===== config.mk =====
export PLATFORM = sky130hd
export DESIGN_NAME = tlp_line_port
export DESIGN_NICKNAME = d
export VERILOG_FILES = /design/src/common/tlp_pkg.sv /design/src/hdl/tlp_line_port.sv
export SDC_FILE = /design/constraint.sdc
export NUM_CORES = 1
export LEC_CHECK = 0
export ABC_CLOCK_PERIOD_IN_PS = 7300
export CAP_MARGIN = 10
export CORE_MARGIN = 8
export CORE_UTILIZATION = 39
export DETAILED_ROUTE_END_ITERATION = 7
export DONT_BUFFER_PORTS = 1
export GPL_ROUTABILITY_DRIVEN = 0
export GPL_TIMING_DRIVEN = 0
export SETUP_SLACK_MARGIN = 0.05
export SLEW_MARGIN = 20
export SYNTH_ARGS = -nofsm -noshare
export SYNTH_HDL_FRONTEND = slang
export SYNTH_SLANG_ARGS = --single-unit

===== constraint.sdc =====
create_clock -name clk -period 7.3 [get_ports clk]
set_clock_uncertainty 0.05 [all_clocks]
set_input_delay 1.46 -clock clk [delete_from_list [all_inputs] [get_ports clk]]
set_output_delay 1.46 -clock clk [all_outputs]
set_load 0.05 [all_outputs]

===== src/common/tlp_pkg.sv =====
// constants for the t1 line-side port: register map, field positions,
// reset values and line timing.
// assumes a 250 MHz core clock and 32-bit classic wishbone access.
package tlp_pkg;

	////////////////////////////////////////////////////////////////////////
	// clocking
	localparam int CLK_HZ = 250000000;
	localparam int LINE_HZ = 1544000;
	// half period of the generated line clock, nearest whole cycle
	localparam int TX_HALF_CYC = (CLK_HZ + LINE_HZ) / (2 * LINE_HZ);
	localparam logic [7:0] TX_HALF_LAST = 8'(TX_HALF_CYC - 1);

	////////////////////////////////////////////////////////////////////////
	// register indices; byte address is four times the index
	localparam logic [5:0] IDX_LINE_CTRL = 6'h00;
	localparam logic [5:0] IDX_EDGE_POL = 6'h01;
	localparam logic [5:0] IDX_FRAMING = 6'h04;
	localparam logic [5:0] IDX_FAST_SYNC = 6'h06;
	localparam logic [5:0] IDX_VIOL_CNT = 6'h10;
	localparam logic [5:0] IDX_IRQ_STAT = 6'h11;
	localparam logic [5:0] IDX_IRQ_MASK = 6'h12;

	////////////////////////////////////////////////////////////////////////
	// field positions
	localparam int BIT_RAIL = 7;
	localparam int BIT_GEN_OUT = 6;
	localparam int BIT_RX_INV = 0;
	localparam int BIT_TX_INV = 5;
	localparam int BIT_RX_EDGE = 6;
	localparam int BIT_TX_EDGE = 7;
	localparam int BIT_FMD_LO = 1;
	localparam int BIT_FMD_HI = 2;
	localparam int BIT_TX_FS = 0;
	localparam int BIT_RX_FS = 1;
	localparam int IRQ_VIOL = 0;
	localparam int IRQ_RX_FS = 1;
	localparam int IRQ_TX_FS = 2;
	localparam int IRQ_CNT_SAT = 3;

	////////////////////////////////////////////////////////////////////////
	// writable bits and reset values
	localparam logic [7:0] WM_LINE_CTRL = 8'hc0;
	localparam logic [7:0] WM_EDGE_POL = 8'he1;
	localparam logic [7:0] WM_FRAMING = 8'h06;
	localparam logic [7:0] WM_FAST_SYNC = 8'h03;
	localparam logic [7:0] WM_IRQ = 8'h0f;
	localparam logic [7:0] RST_LINE_CTRL = 8'h80;
	localparam logic [7:0] RST_EDGE_POL = 8'hc0;
	localparam logic [7:0] RST_ZERO = 8'h00;

	////////////////////////////////////////////////////////////////////////
	// framing
	localparam logic [1:0] FMD_ESF = 2'h3;
	localparam logic [1:0] FMD_SF = 2'h1;
	localparam logic [7:0] FRAME_BITS = 8'hc1;
	localparam logic [7:0] FS_BIT = 8'hc0;
	localparam logic [4:0] LAST_FRAME = 5'h17;
	localparam logic [4:0] ESF_FS_FRAME = 5'h17;
	localparam logic [4:0] SF_FS_FRAME = 5'h0b;

endpackage


===== src/hdl/tlp_line_port.sv =====
// line-side port of one ds1 framer channel: rail/nrz receive and transmit,
// violation counting, fast sync, wishbone registers and one interrupt.
// assumes rx_line_clock and rail inputs are asynchronous to clk; user side
// supplies transmit symbols after each tx_bit_req and takes rx symbols.
//
// Summary of operation
// - rail mode: positive receive rail high marks a received positive pulse
// - rail mode: negative receive rail high marks a received negative pulse
// - nrz mode: one receive data input, high for any received pulse
// - receive nrz invert set: data input is active low, inverted before use
// - nrz, no rx fast sync: violation input counted each rising clock
// - nrz with rx fast sync: input pulse marks bit 192 of last frame
// - receive data and fast sync taken on rising or falling line clock per edge bit; violations always on rising
// - rail mode: positive transmit rail high for each positive pulse
// - rail mode: negative transmit rail high for each negative pulse
// - nrz mode: one transmit data output, high for any pulse sent
// - transmit nrz invert set: transmit data output is active low
// - nrz, no tx fast sync: general output bit sent on rising edges
// - nrz with tx fast sync: one-bit-period pulse at bit 192 of chosen frame
// - framing field 11 selects esf, 01 selects sf
// - 1544 kHz transmit clock out; launch on rising or falling edge
`timescale 1ns/1ps
module tlp_line_port #(
	parameter int CNT_W = 16
) (
	input wire logic clk,
	input wire logic rst_n,
	input wire logic wb_cyc_i,
	input wire logic wb_stb_i,
	input wire logic wb_we_i,
	input wire logic [7:0] wb_adr_i,
	input wire logic [3:0] wb_sel_i,
	input wire logic [31:0] wb_dat_i,
	output logic [31:0] wb_dat_o,
	output logic wb_ack_o,
	output logic irq,
	input wire logic rx_line_clock,
	input wire logic rx_pos_rail,
	input wire logic rx_neg_rail,
	output logic tx_line_clock,
	output logic tx_pos_rail,
	output logic tx_neg_rail,
	output logic rx_pos_out,
	output logic rx_neg_out,
	output logic rx_valid,
	output logic rx_frame_sync,
	input wire logic tx_pos_in,
	input wire logic tx_neg_in,
	output logic tx_bit_req
);

	if (CNT_W < 1 || CNT_W > 32) begin : g_bad_cnt_w
		$error("CNT_W must lie in 1..32");
	end

	////////////////////////////////////////////////////////////////////////
	// wishbone slave and control registers
	logic ack_r, ack_nxt;
	logic [31:0] dat_r, dat_nxt;
	logic [7:0] ctrl_r, ctrl_nxt, pol_r, pol_nxt, frm_r, frm_nxt;
	logic [7:0] fsr_r, fsr_nxt, mask_r, mask_nxt;
	logic req, wr, rd_cnt, rd_stat;
	logic [5:0] idx;
	logic [CNT_W-1:0] cnt_r, cnt_nxt;
	logic [3:0] stat_r, stat_nxt;
	logic irq_r, irq_nxt;

	// mode decode from the control registers
	logic rail, nrz, rx_inv, tx_inv, rx_edge, tx_edge, rx_fs_en, tx_fs_en, esf, sf;
	logic [1:0] fmd;
	assign rail = ctrl_r[tlp_pkg::BIT_RAIL];
	assign nrz = !rail;
	assign rx_inv = pol_r[tlp_pkg::BIT_RX_INV];
	assign tx_inv = pol_r[tlp_pkg::BIT_TX_INV];
	assign rx_edge = pol_r[tlp_pkg::BIT_RX_EDGE];
	assign tx_edge = pol_r[tlp_pkg::BIT_TX_EDGE];
	assign rx_fs_en = fsr_r[tlp_pkg::BIT_RX_FS];
	assign tx_fs_en = fsr_r[tlp_pkg::BIT_TX_FS];
	assign fmd = {frm_r[tlp_pkg::BIT_FMD_HI], frm_r[tlp_pkg::BIT_FMD_LO]};
	assign esf = (fmd == tlp_pkg::FMD_ESF);
	assign sf = (fmd == tlp_pkg::FMD_SF);

	// one request per ack; the idle cycle after ack keeps reads from repeating
	assign req = wb_cyc_i && wb_stb_i && !ack_r;
	assign idx = wb_adr_i[7:2];
	assign wr = req && wb_we_i && wb_sel_i[0];
	assign rd_cnt = req && !wb_we_i && (idx == tlp_pkg::IDX_VIOL_CNT);
	assign rd_stat = req && !wb_we_i && (idx == tlp_pkg::IDX_IRQ_STAT);

	// register write and read-data next values
	always_comb begin
		ack_nxt = req;
		dat_nxt = 32'h0000_0000;
		ctrl_nxt = ctrl_r;
		pol_nxt = pol_r;
		frm_nxt = frm_r;
		fsr_nxt = fsr_r;
		mask_nxt = mask_r;
		if (wr) begin
			if (idx == tlp_pkg::IDX_LINE_CTRL) begin
				ctrl_nxt = wb_dat_i[7:0] & tlp_pkg::WM_LINE_CTRL;
			end else if (idx == tlp_pkg::IDX_EDGE_POL) begin
				pol_nxt = wb_dat_i[7:0] & tlp_pkg::WM_EDGE_POL;
			end else if (idx == tlp_pkg::IDX_FRAMING) begin
				frm_nxt = wb_dat_i[7:0] & tlp_pkg::WM_FRAMING;
			end else if (idx == tlp_pkg::IDX_FAST_SYNC) begin
				fsr_nxt = wb_dat_i[7:0] & tlp_pkg::WM_FAST_SYNC;
			end else if (idx == tlp_pkg::IDX_IRQ_MASK) begin
				mask_nxt = wb_dat_i[7:0] & tlp_pkg::WM_IRQ;
			end
		end
		// unmapped reads answer zero
		if (req && !wb_we_i) begin
			if (idx == tlp_pkg::IDX_LINE_CTRL) begin
				dat_nxt = {24'h00_0000, ctrl_r};
			end else if (idx == tlp_pkg::IDX_EDGE_POL) begin
				dat_nxt = {24'h00_0000, pol_r};
			end else if (idx == tlp_pkg::IDX_FRAMING) begin
				dat_nxt = {24'h00_0000, frm_r};
			end else if (idx == tlp_pkg::IDX_FAST_SYNC) begin
				dat_nxt = {24'h00_0000, fsr_r};
			end else if (idx == tlp_pkg::IDX_VIOL_CNT) begin
				dat_nxt = 32'(cnt_r);
			end else if (idx == tlp_pkg::IDX_IRQ_STAT) begin
				dat_nxt = {28'h000_0000, stat_r};
			end else if (idx == tlp_pkg::IDX_IRQ_MASK) begin
				dat_nxt = {24'h00_0000, mask_r};
			end
		end
	end

	always_ff @(posedge clk) begin
		if (!rst_n) begin
			ack_r <= 1'b0;
			dat_r <= 32'h0000_0000;
			ctrl_r <= tlp_pkg::RST_LINE_CTRL;
			pol_r <= tlp_pkg::RST_EDGE_POL;
			frm_r <= tlp_pkg::RST_ZERO;
			fsr_r <= tlp_pkg::RST_ZERO;
			mask_r <= tlp_pkg::RST_ZERO;
		end else begin
			ack_r <= ack_nxt;
			dat_r <= dat_nxt;
			ctrl_r <= ctrl_nxt;
			pol_r <= pol_nxt;
			frm_r <= frm_nxt;
			fsr_r <= fsr_nxt;
			mask_r <= mask_nxt;
		end
	end
	assign wb_ack_o = ack_r;
	assign wb_dat_o = dat_r;

	////////////////////////////////////////////////////////////////////////
	// receive: three-stage synchronisers, {neg, pos, clock}
	logic [2:0] s0_r, s1_r, s2_r, stab_r, stab_nxt, agree;
	logic rx_rise, rx_fall, samp_ev;
	logic rxp_r, rxp_nxt, rxn_r, rxn_nxt, rxv_r, rxv_nxt, rxs_r, rxs_nxt;
	logic fs_in_q_r, fs_in_q_nxt, viol_ev, rx_fast_sync_enable_ev, sat_ev;
	logic [CNT_W-1:0] cnt_max;

	// a change only counts once the second and third stages agree
	assign agree = ~(s1_r ^ s2_r);
	assign stab_nxt = (agree & s2_r) | (~agree & stab_r);
	assign rx_rise = stab_nxt[0] && !stab_r[0];
	assign rx_fall = !stab_nxt[0] && stab_r[0];
	assign samp_ev = rx_edge ? rx_rise : rx_fall;
	assign cnt_max = '1;
	// violations are taken on rising edges whatever the data edge is
	assign viol_ev = rx_rise && nrz && !rx_fs_en && stab_r[2];
	assign rx_fast_sync_enable_ev = samp_ev && nrz && rx_fs_en && stab_r[2] && !fs_in_q_r;
	assign sat_ev = viol_ev && (cnt_r == cnt_max) && !rd_cnt;

	// symbol capture on the selected edge
	always_comb begin
		rxp_nxt = rxp_r;
		rxn_nxt = rxn_r;
		rxv_nxt = samp_ev;
		rxs_nxt = rx_fast_sync_enable_ev;
		fs_in_q_nxt = samp_ev ? stab_r[2] : fs_in_q_r;
		if (samp_ev) begin
			if (rail) begin
				rxp_nxt = stab_r[1];
				rxn_nxt = stab_r[2];
			end else begin
				rxp_nxt = stab_r[1] ^ rx_inv;
				rxn_nxt = 1'b0;
			end
		end
	end

	// violation counter: a read clears it, an increment in that cycle survives
	always_comb begin
		cnt_nxt = rd_cnt ? '0 : cnt_r;
		if (viol_ev && (cnt_nxt != cnt_max)) begin
			cnt_nxt = cnt_nxt + 1'b1;
		end
	end

	always_ff @(posedge clk) begin
		if (!rst_n) begin
			s0_r <= 3'h0;
			s1_r <= 3'h0;
			s2_r <= 3'h0;
			stab_r <= 3'h0;
			rxp_r <= 1'b0;
			rxn_r <= 1'b0;
			rxv_r <= 1'b0;
			rxs_r <= 1'b0;
			fs_in_q_r <= 1'b0;
			cnt_r <= '0;
		end else begin
			s0_r <= {rx_neg_rail, rx_pos_rail, rx_line_clock};
			s1_r <= s0_r;
			s2_r <= s1_r;
			stab_r <= stab_nxt;
			rxp_r <= rxp_nxt;
			rxn_r <= rxn_nxt;
			rxv_r <= rxv_nxt;
			rxs_r <= rxs_nxt;
			fs_in_q_r <= fs_in_q_nxt;
			cnt_r <= cnt_nxt;
		end
	end
	assign rx_pos_out = rxp_r;
	assign rx_neg_out = rxn_r;
	assign rx_valid = rxv_r;
	assign rx_frame_sync = rxs_r;

	////////////////////////////////////////////////////////////////////////
	// transmit: clock divider, bit/frame position, line outputs
	logic [7:0] div_r, div_nxt, bit_r, bit_nxt;
	logic [4:0] frame_r, frame_nxt;
	logic tck_r, tck_nxt, tick, t_rise, t_fall, launch;
	logic fs_r, fs_nxt, txp_r, txp_nxt, txn_r, txn_nxt, req_r, req_nxt, tx_fast_sync_enable_ev;

	assign tick = (div_r == tlp_pkg::TX_HALF_LAST);
	assign t_rise = tick && !tck_r;
	assign t_fall = tick && tck_r;
	assign launch = tx_edge ? t_rise : t_fall;
	assign tx_fast_sync_enable_ev = launch && fs_nxt && nrz && tx_fs_en;

	// divider and position next values
	always_comb begin
		div_nxt = tick ? 8'h00 : 8'(div_r + 8'h01);
		tck_nxt = tick ? !tck_r : tck_r;
		bit_nxt = bit_r;
		frame_nxt = frame_r;
		fs_nxt = fs_r;
		if (launch) begin
			if (bit_r == tlp_pkg::FRAME_BITS) begin
				bit_nxt = 8'h01;
				frame_nxt = (frame_r == tlp_pkg::LAST_FRAME) ? 5'h00 : 5'(frame_r + 5'h01);
			end else begin
				bit_nxt = 8'(bit_r + 8'h01);
			end
			// sf marks frame 12 of every other superframe, once per 24 frames
			fs_nxt = (bit_nxt == tlp_pkg::FS_BIT) &&
				((esf && frame_nxt == tlp_pkg::ESF_FS_FRAME) ||
				(sf && frame_nxt == tlp_pkg::SF_FS_FRAME));
		end
	end

	// line outputs; symbols are sampled at the launch edge
	always_comb begin
		txp_nxt = txp_r;
		txn_nxt = txn_r;
		req_nxt = launch;
		if (rail && launch) begin
			txp_nxt = tx_pos_in;
			// a symbol with both rails set is sent as positive only
			txn_nxt = tx_neg_in && !tx_pos_in;
		end else if (nrz && launch) begin
			txp_nxt = (tx_pos_in || tx_neg_in) ^ tx_inv;
		end
		if (nrz && tx_fs_en && launch) begin
			txn_nxt = fs_nxt;
		end else if (nrz && !tx_fs_en && t_rise) begin
			txn_nxt = ctrl_r[tlp_pkg::BIT_GEN_OUT];
		end
	end

	always_ff @(posedge clk) begin
		if (!rst_n) begin
			div_r <= 8'h00;
			tck_r <= 1'b0;
			bit_r <= 8'h01;
			frame_r <= 5'h00;
			fs_r <= 1'b0;
			txp_r <= 1'b0;
			txn_r <= 1'b0;
			req_r <= 1'b0;
		end else begin
			div_r <= div_nxt;
			tck_r <= tck_nxt;
			bit_r <= bit_nxt;
			frame_r <= frame_nxt;
			fs_r <= fs_nxt;
			txp_r <= txp_nxt;
			txn_r <= txn_nxt;
			req_r <= req_nxt;
		end
	end
	assign tx_line_clock = tck_r;
	assign tx_pos_rail = txp_r;
	assign tx_neg_rail = txn_r;
	assign tx_bit_req = req_r;

	////////////////////////////////////////////////////////////////////////
	// interrupt status: read clears, a same-cycle event wins
	always_comb begin
		stat_nxt = rd_stat ? 4'h0 : stat_r;
		stat_nxt[tlp_pkg::IRQ_VIOL] = stat_nxt[tlp_pkg::IRQ_VIOL] | viol_ev;
		stat_nxt[tlp_pkg::IRQ_RX_FS] = stat_nxt[tlp_pkg::IRQ_RX_FS] | rx_fast_sync_enable_ev;
		stat_nxt[tlp_pkg::IRQ_TX_FS] = stat_nxt[tlp_pkg::IRQ_TX_FS] | tx_fast_sync_enable_ev;
		stat_nxt[tlp_pkg::IRQ_CNT_SAT] = stat_nxt[tlp_pkg::IRQ_CNT_SAT] | sat_ev;
		irq_nxt = |(stat_r & mask_r[3:0]);
	end

	always_ff @(posedge clk) begin
		if (!rst_n) begin
			stat_r <= 4'h0;
			irq_r <= 1'b0;
		end else begin
			stat_r <= stat_nxt;
			irq_r <= irq_nxt;
		end
	end
	assign irq = irq_r;

	////////////////////////////////////////////////////////////////////////
	// checks
	localparam int TXH = tlp_pkg::TX_HALF_CYC;
endmodule // tlp_line_port


Word level (Yosys, flattened, before mapping)
Index checks and enable logic that the tools add are counted.
- divide/modulo/power cells: 0
- multipliers: 0
- reductions and logical operators: 63
- muxes and demuxes: 25
- bitwise gates (word level): 20
- $lt $le $gt $ge: 0
- shift operators: 0
- $add $sub $neg: 4
- eq/ne operators: 16
- operator list (operator ; count):
    $mux W16 ; 3
    $mux W8 ; 6
    $logic_and A1 B1 Y1 ; 34
    $eq A6 B5 Y1 const B ; 3
    $add A16 B1 Y16 const B ; 1
    $add A8 B1 Y8 const B ; 2
    $eq A16 B16 Y1 const B ; 1
    $eq A8 B8 Y1 const B ; 2
    $ne A16 B16 Y1 const B ; 1
    $mux W5 ; 3
    $eq A6 B3 Y1 const B ; 2
    $mux W4 ; 3
    $logic_not A1 Y1 ; 11
    $eq A5 B5 Y1 const B ; 2
    $mux W1 ; 10
    $eq A8 B7 Y1 const B ; 1
    $reduce_or A8 Y1 ; 1
    $not A1 Y1 ; 7
    $and A3 B3 Y3 ; 2
    $eq A6 B1 Y1 const B ; 1
    $logic_not A6 Y1 ; 1
    $not A3 Y3 ; 2
    $reduce_and A6 Y1 ; 1
    $reduce_or A6 Y1 ; 1
    other kinds (20) ; 27
- bits in registers: 111
- output and inout bits: 42
- input port bits: 54
- bits in latches: 0
- bits in read-only memories: 0
- memories: 0
- RAM bits: 0
- word-level logic and storage cells: 160

Logic depth before layout (Yosys ltp)
- word-level depth: 13
- depth in mapped cells: 8
- gate-level depth less buffers: 8

Worst setup path after synthesis
Ideal clock, no wire load.
- path type: input-to-reg
- start point: input port wb_adr_i[5]
- end point: register cnt_r[11]
- data arrival time: 3349 ps
- setup slack: 3831 ps
- stages on the path: 8
- setup time: 70 ps
- required time: 7180 ps
- buffers on the path: 0
- cell sequence: nor4_4 -> nand3_2 -> and2_1 -> ha_1 -> and2_1 -> a31o_2 -> or4_1 -> a21oi_1
- cells in the longest elaborated chain, start to end: 6
- elaborated cells on any way between the ends: 7
- classes of those cells: add/sub (1); eq/ne (2); mux (2); reduce/logical (2)
- ends and longest elaborated chain (element ; line ; source):
    from (decl) ; tlp_line_port.sv:31 ; input wire logic [7:0] wb_adr_i,
    $eq A6 B5 Y1 * ; tlp_line_port.sv:87 ; assign rd_cnt = req && !wb_we_i && (idx == tlp_pkg::IDX_VIOL_CNT);
    $logic_and A1 B1 Y1 * ; tlp_line_port.sv:87 ;
    $mux W16 * ; tlp_line_port.sv:194 ; cnt_nxt = rd_cnt ? '0 : cnt_r;
    branches (longest 2 deep; another with $add A16 B1 Y16) ; n/a ;
    $mux W16 * ; tlp_line_port.sv:195 ; if (viol_ev && (cnt_nxt != cnt_max)) begin
    to (signal assigned) ; tlp_line_port.sv:222 ; cnt_r <= cnt_nxt;
    to (decl) ; tlp_line_port.sv:64 ; logic [CNT_W-1:0] cnt_r, cnt_nxt;
Every way passes the cells marked *.
A chain may end at the register's enable or synchronous reset.

Worst setup path after layout
- start point: input port wb_adr_i[5]
- end point: register cnt_r[7]
The elaborated chain is that of the path after synthesis.

==> qor.csv <==
stage,metric,value,unit
outcome,status,completed,
placed_design,number of port buffers,0,
clocking,post-CTS setup buffers,0,
clocking,TritonCTS buffer count,9,
cells_and_area,final-stage net count,592,
placed_design,dpl ws,3590,ps
logic_synthesis,Synth Area in XOR/XNOR,3.18,%
route,DRC Markers,0,
min_path,hold crit path type,reg2reg,
sta,FMAX,295,MHz
critical_path,critical-path cell list,nor4_4 -> nand3_2 -> and2_1 -> ha_1 -> and2_1 -> a31o_2 -> or4_1 -> nand2_1,
power,power per cell area,210,mW/mm^2
cells_and_area,Post-Layout Cell Count,680,
route,DR pass1 iterations,7,
die,Die Y-Extent,122,um
logic_synthesis,Cell variety after synth,71,
cells_and_area,# fillers,1133,
route,Final ANT Viol Nets,0,
critical_path,Crit Path Max Fanout,10,
grt,antenna violations before repair,0,
route,total routed wirelength,11.2,mm
clocking,CTS root buffer,clkbuf_16,
placed_design,Placed Area,0.00464,sq mm
route,via count,3670,
power,Leak,1.72,nW
clocking,Worst-Skew Late Latency,350,ps
critical_path,Critical-path top delay cell,or4_1,
die,Die W,122,um
die,IO Pins,96,
critical_path,Critical Path RT,7540,ps
logic_synthesis,"FFs w/ async S/R, synth",0,%
critical_path,CP dominant cell by count,and2_1,
clocking,Clock transition at path regs,60,ps
sta,minimum clock period,3390,ps
logic_synthesis,ys flop type,dfxtp_1,
critical_path,delay of the slowest critical-path stage,490,ps
sta,Hold WS,387,ps
route,Detailed Route Iter0 Violations,234,
sta,Final Slew Violations,0,
sta,Setup Viol. Count Final,0,
grt,largest net degree at the start of global routing,16,
logic_synthesis,mux share of post-synthesis cell area,2.07,%
critical_path,Setup crit end kind,flip-flop,
logic_synthesis,Ys Warns,0,
grt,GRT Total Usage,15.3,%
cells_and_area,multi-input logic area,0.00230,sq mm
job,MaxCap Viol Count,0,
critical_path,CP Launch Type,primary input,
route,vias per cell,5.40,
cells_and_area,number of diodes,0,
logic_synthesis,post-synthesis simple-gate area fraction,29.2,%
clocking,H-tree depth,3,
grt,global-route wire length before repair,18.0,mm
placed_design,HPWL Detailed,8.38,mm
sta,RSZ-0062 raised after global routing,no,
sta,period utilization,46.5,%
placed_design,DP Cell Count,664,
sta,Final Hold Viols,0,
power,peak supply drop,0.108,mV
cells_and_area,Util after Layout,44.0,%
grt,grt ovf,0,
logic_synthesis,Synth Area in Compound Gates,14.7,%
die,DIE AREA,0.0150,sq mm
clocking,clock sinks,94,
clocking,hold_buf cts,0,
clocking,Max clock buf depth,2,
logic_synthesis,leading area contributor after synthesis,dfxtp_1,
logic_synthesis,main area contributors after synthesis,"dfxtp_1, nor2_1, nand2_1, a21oi_1, and2_1",
critical_path,CP Data Arrival Time,3630,ps
logic_synthesis,"EDFF count, synth",0,
sta,Final WS setup,3910,ps
clocking,post-cts sizing count,0,
logic_synthesis,"FF+latch count, synth",94,
grt,vias in the first global route,3487,
sta,total negative setup slack,0,ps
power,Final Power,1.04,mW
cells_and_area,Reg area,0.00188,sq mm
logic_synthesis,post-synth top area share,42.7,%
die,row cnt,39,
critical_path,CP Class,in2reg,
cells_and_area,share of layout cells above drive strength 1,11.5,%
die,Starting Density,39.3,%
logic_synthesis,Mapped Cells,506,
logic_synthesis,"Avg Cell Area, Syn",8.71,sq um
cells_and_area,post-route design area,0.00494,sq mm
logic_synthesis,largest family of logic cells by synthesized area,simple AND/OR/NAND/NOR gates,
logic_synthesis,Netlist Area Pre-Place,0.00441,sq mm
route,DR WL/cell,16.5,um
die,Core Box Area,0.0112,sq mm
sta,Worst slew margin,54.4,%
clocking,CTS tree,yes,
logic_synthesis,post-synthesis adder-cell area fraction,1.70,%
sta,measured slew at the worst slew-check pin,683,ps
logic_synthesis,sequential area share after synthesis,42.7,%
cells_and_area,P&R area growth vs syn,11.9,%
[cell usage after synthesis, types with 8 or more instances]
library cell  number
nor3_1            13
buf_4             17
inv_1             11
nand3_1           28
a21oi_1           31
nand2_1           47
xnor2_1            9
nor2_1            54
and2_1            24
and3_1             8
o21ai_0           19
clkbuf_1          15
mux2i_1            8
dfxtp_1           94
[placed cells by master (no fill, tap or decap), types with 4 or more instances in the layout]
| cell | count |
|---|---|
| nor2_1 | 54 |
| inv_1 | 11 |
| xnor2_1 | 9 |
| dfxtp_1 | 94 |
| nor3_1 | 13 |
| clkbuf_1 | 16 |
| buf_4 | 17 |
| mux2i_1 | 8 |
| or4_1 | 6 |
| nand4_1 | 5 |
| ha_1 | 6 |
| nor2b_1 | 4 |
| o21ai_0 | 19 |
| a211oi_1 | 4 |
| and4_1 | 4 |
| o211ai_1 | 5 |
| conb_1 | 16 |
| nand3_1 | 28 |
| xor2_1 | 7 |
| a21oi_1 | 31 |
| nand2_1 | 47 |
| nor4_1 | 4 |
| a31oi_1 | 7 |
| or3_1 | 6 |
| clkbuf_16 | 9 |
| a22oi_1 | 5 |
| a222oi_1 | 5 |
| and2_1 | 24 |
| and3_1 | 8 |
[sequential cells by signal (all words and copies together), names as in the netlist, 2 cells and up, named ones only]
register / count
bit_r: 8
cnt_r: 16
ctrl_r: 2
div_r: 8
frame_r: 5
frm_r: 2
fsr_r: 2
mask_r: 4
pol_r: 4
s0_r: 3
s1_r: 3
s2_r: 3
stat_r: 4
wb_dat_o: 16
[power by group]
group	leakage, nW	internal (mW)	total [mW]	switching (mW)
Sequential	0.759	0.516	0.521	0.00409
Clock	0.134	0.264	0.464	0.200
Combinational	0.824	0.0135	0.0508	0.0373
[worst max-delay path: cells and delay by family]
kind,cells,cell delay [ps]
simple gates,6,1640
compound gates,1,310
fa+ha+maj,1,230
[routing by layer]
layer	track usage, %	wire length (um)	vias up
met4	5.71	197	0
met2	22.2	4870	91
li1	-	-	1832
met3	5.47	796	18
met5	0	0	-
met1	20.4	5350	1729
[logic make-up after synthesis]
group / count (synthesis)
other: 1
DFF: 94
muxes: 9
AOI/OAI and AO/OA: 97
and+or+nand+nor: 234
buffers and inverters: 49
adders and majority gates: 6
xor gates and xnor gates: 16
[layout make-up]
type / instances / area share (%)
well taps: 143 / 3.62
multi-input cells: 378 / 46.7
clock buffers: 10 / 4.64
plain buffers: 37 / 4.74
inverters: 12 / 0.913
clock inverters: 6 / 1.27
flip-flops and latches: 94 / 38.1
[final timing paths]
kind                                     startpoint             endpoint  slack (ps)  depth (start not counted)
worst max register to register  wb_ack_o$_SDFF_PN0_  cnt_r[7]$_SDFF_PN0_        4460                          8
worst max-delay path                    wb_adr_i[5]  cnt_r[7]$_SDFF_PN0_        3910                          8
worst min-delay path             s0_r[2]$_SDFF_PN0_   s1_r[2]$_SDFF_PN0_         390                          1
worst min register to register   s0_r[2]$_SDFF_PN0_   s1_r[2]$_SDFF_PN0_         390                          1
(Power assumes the default switching activity.)
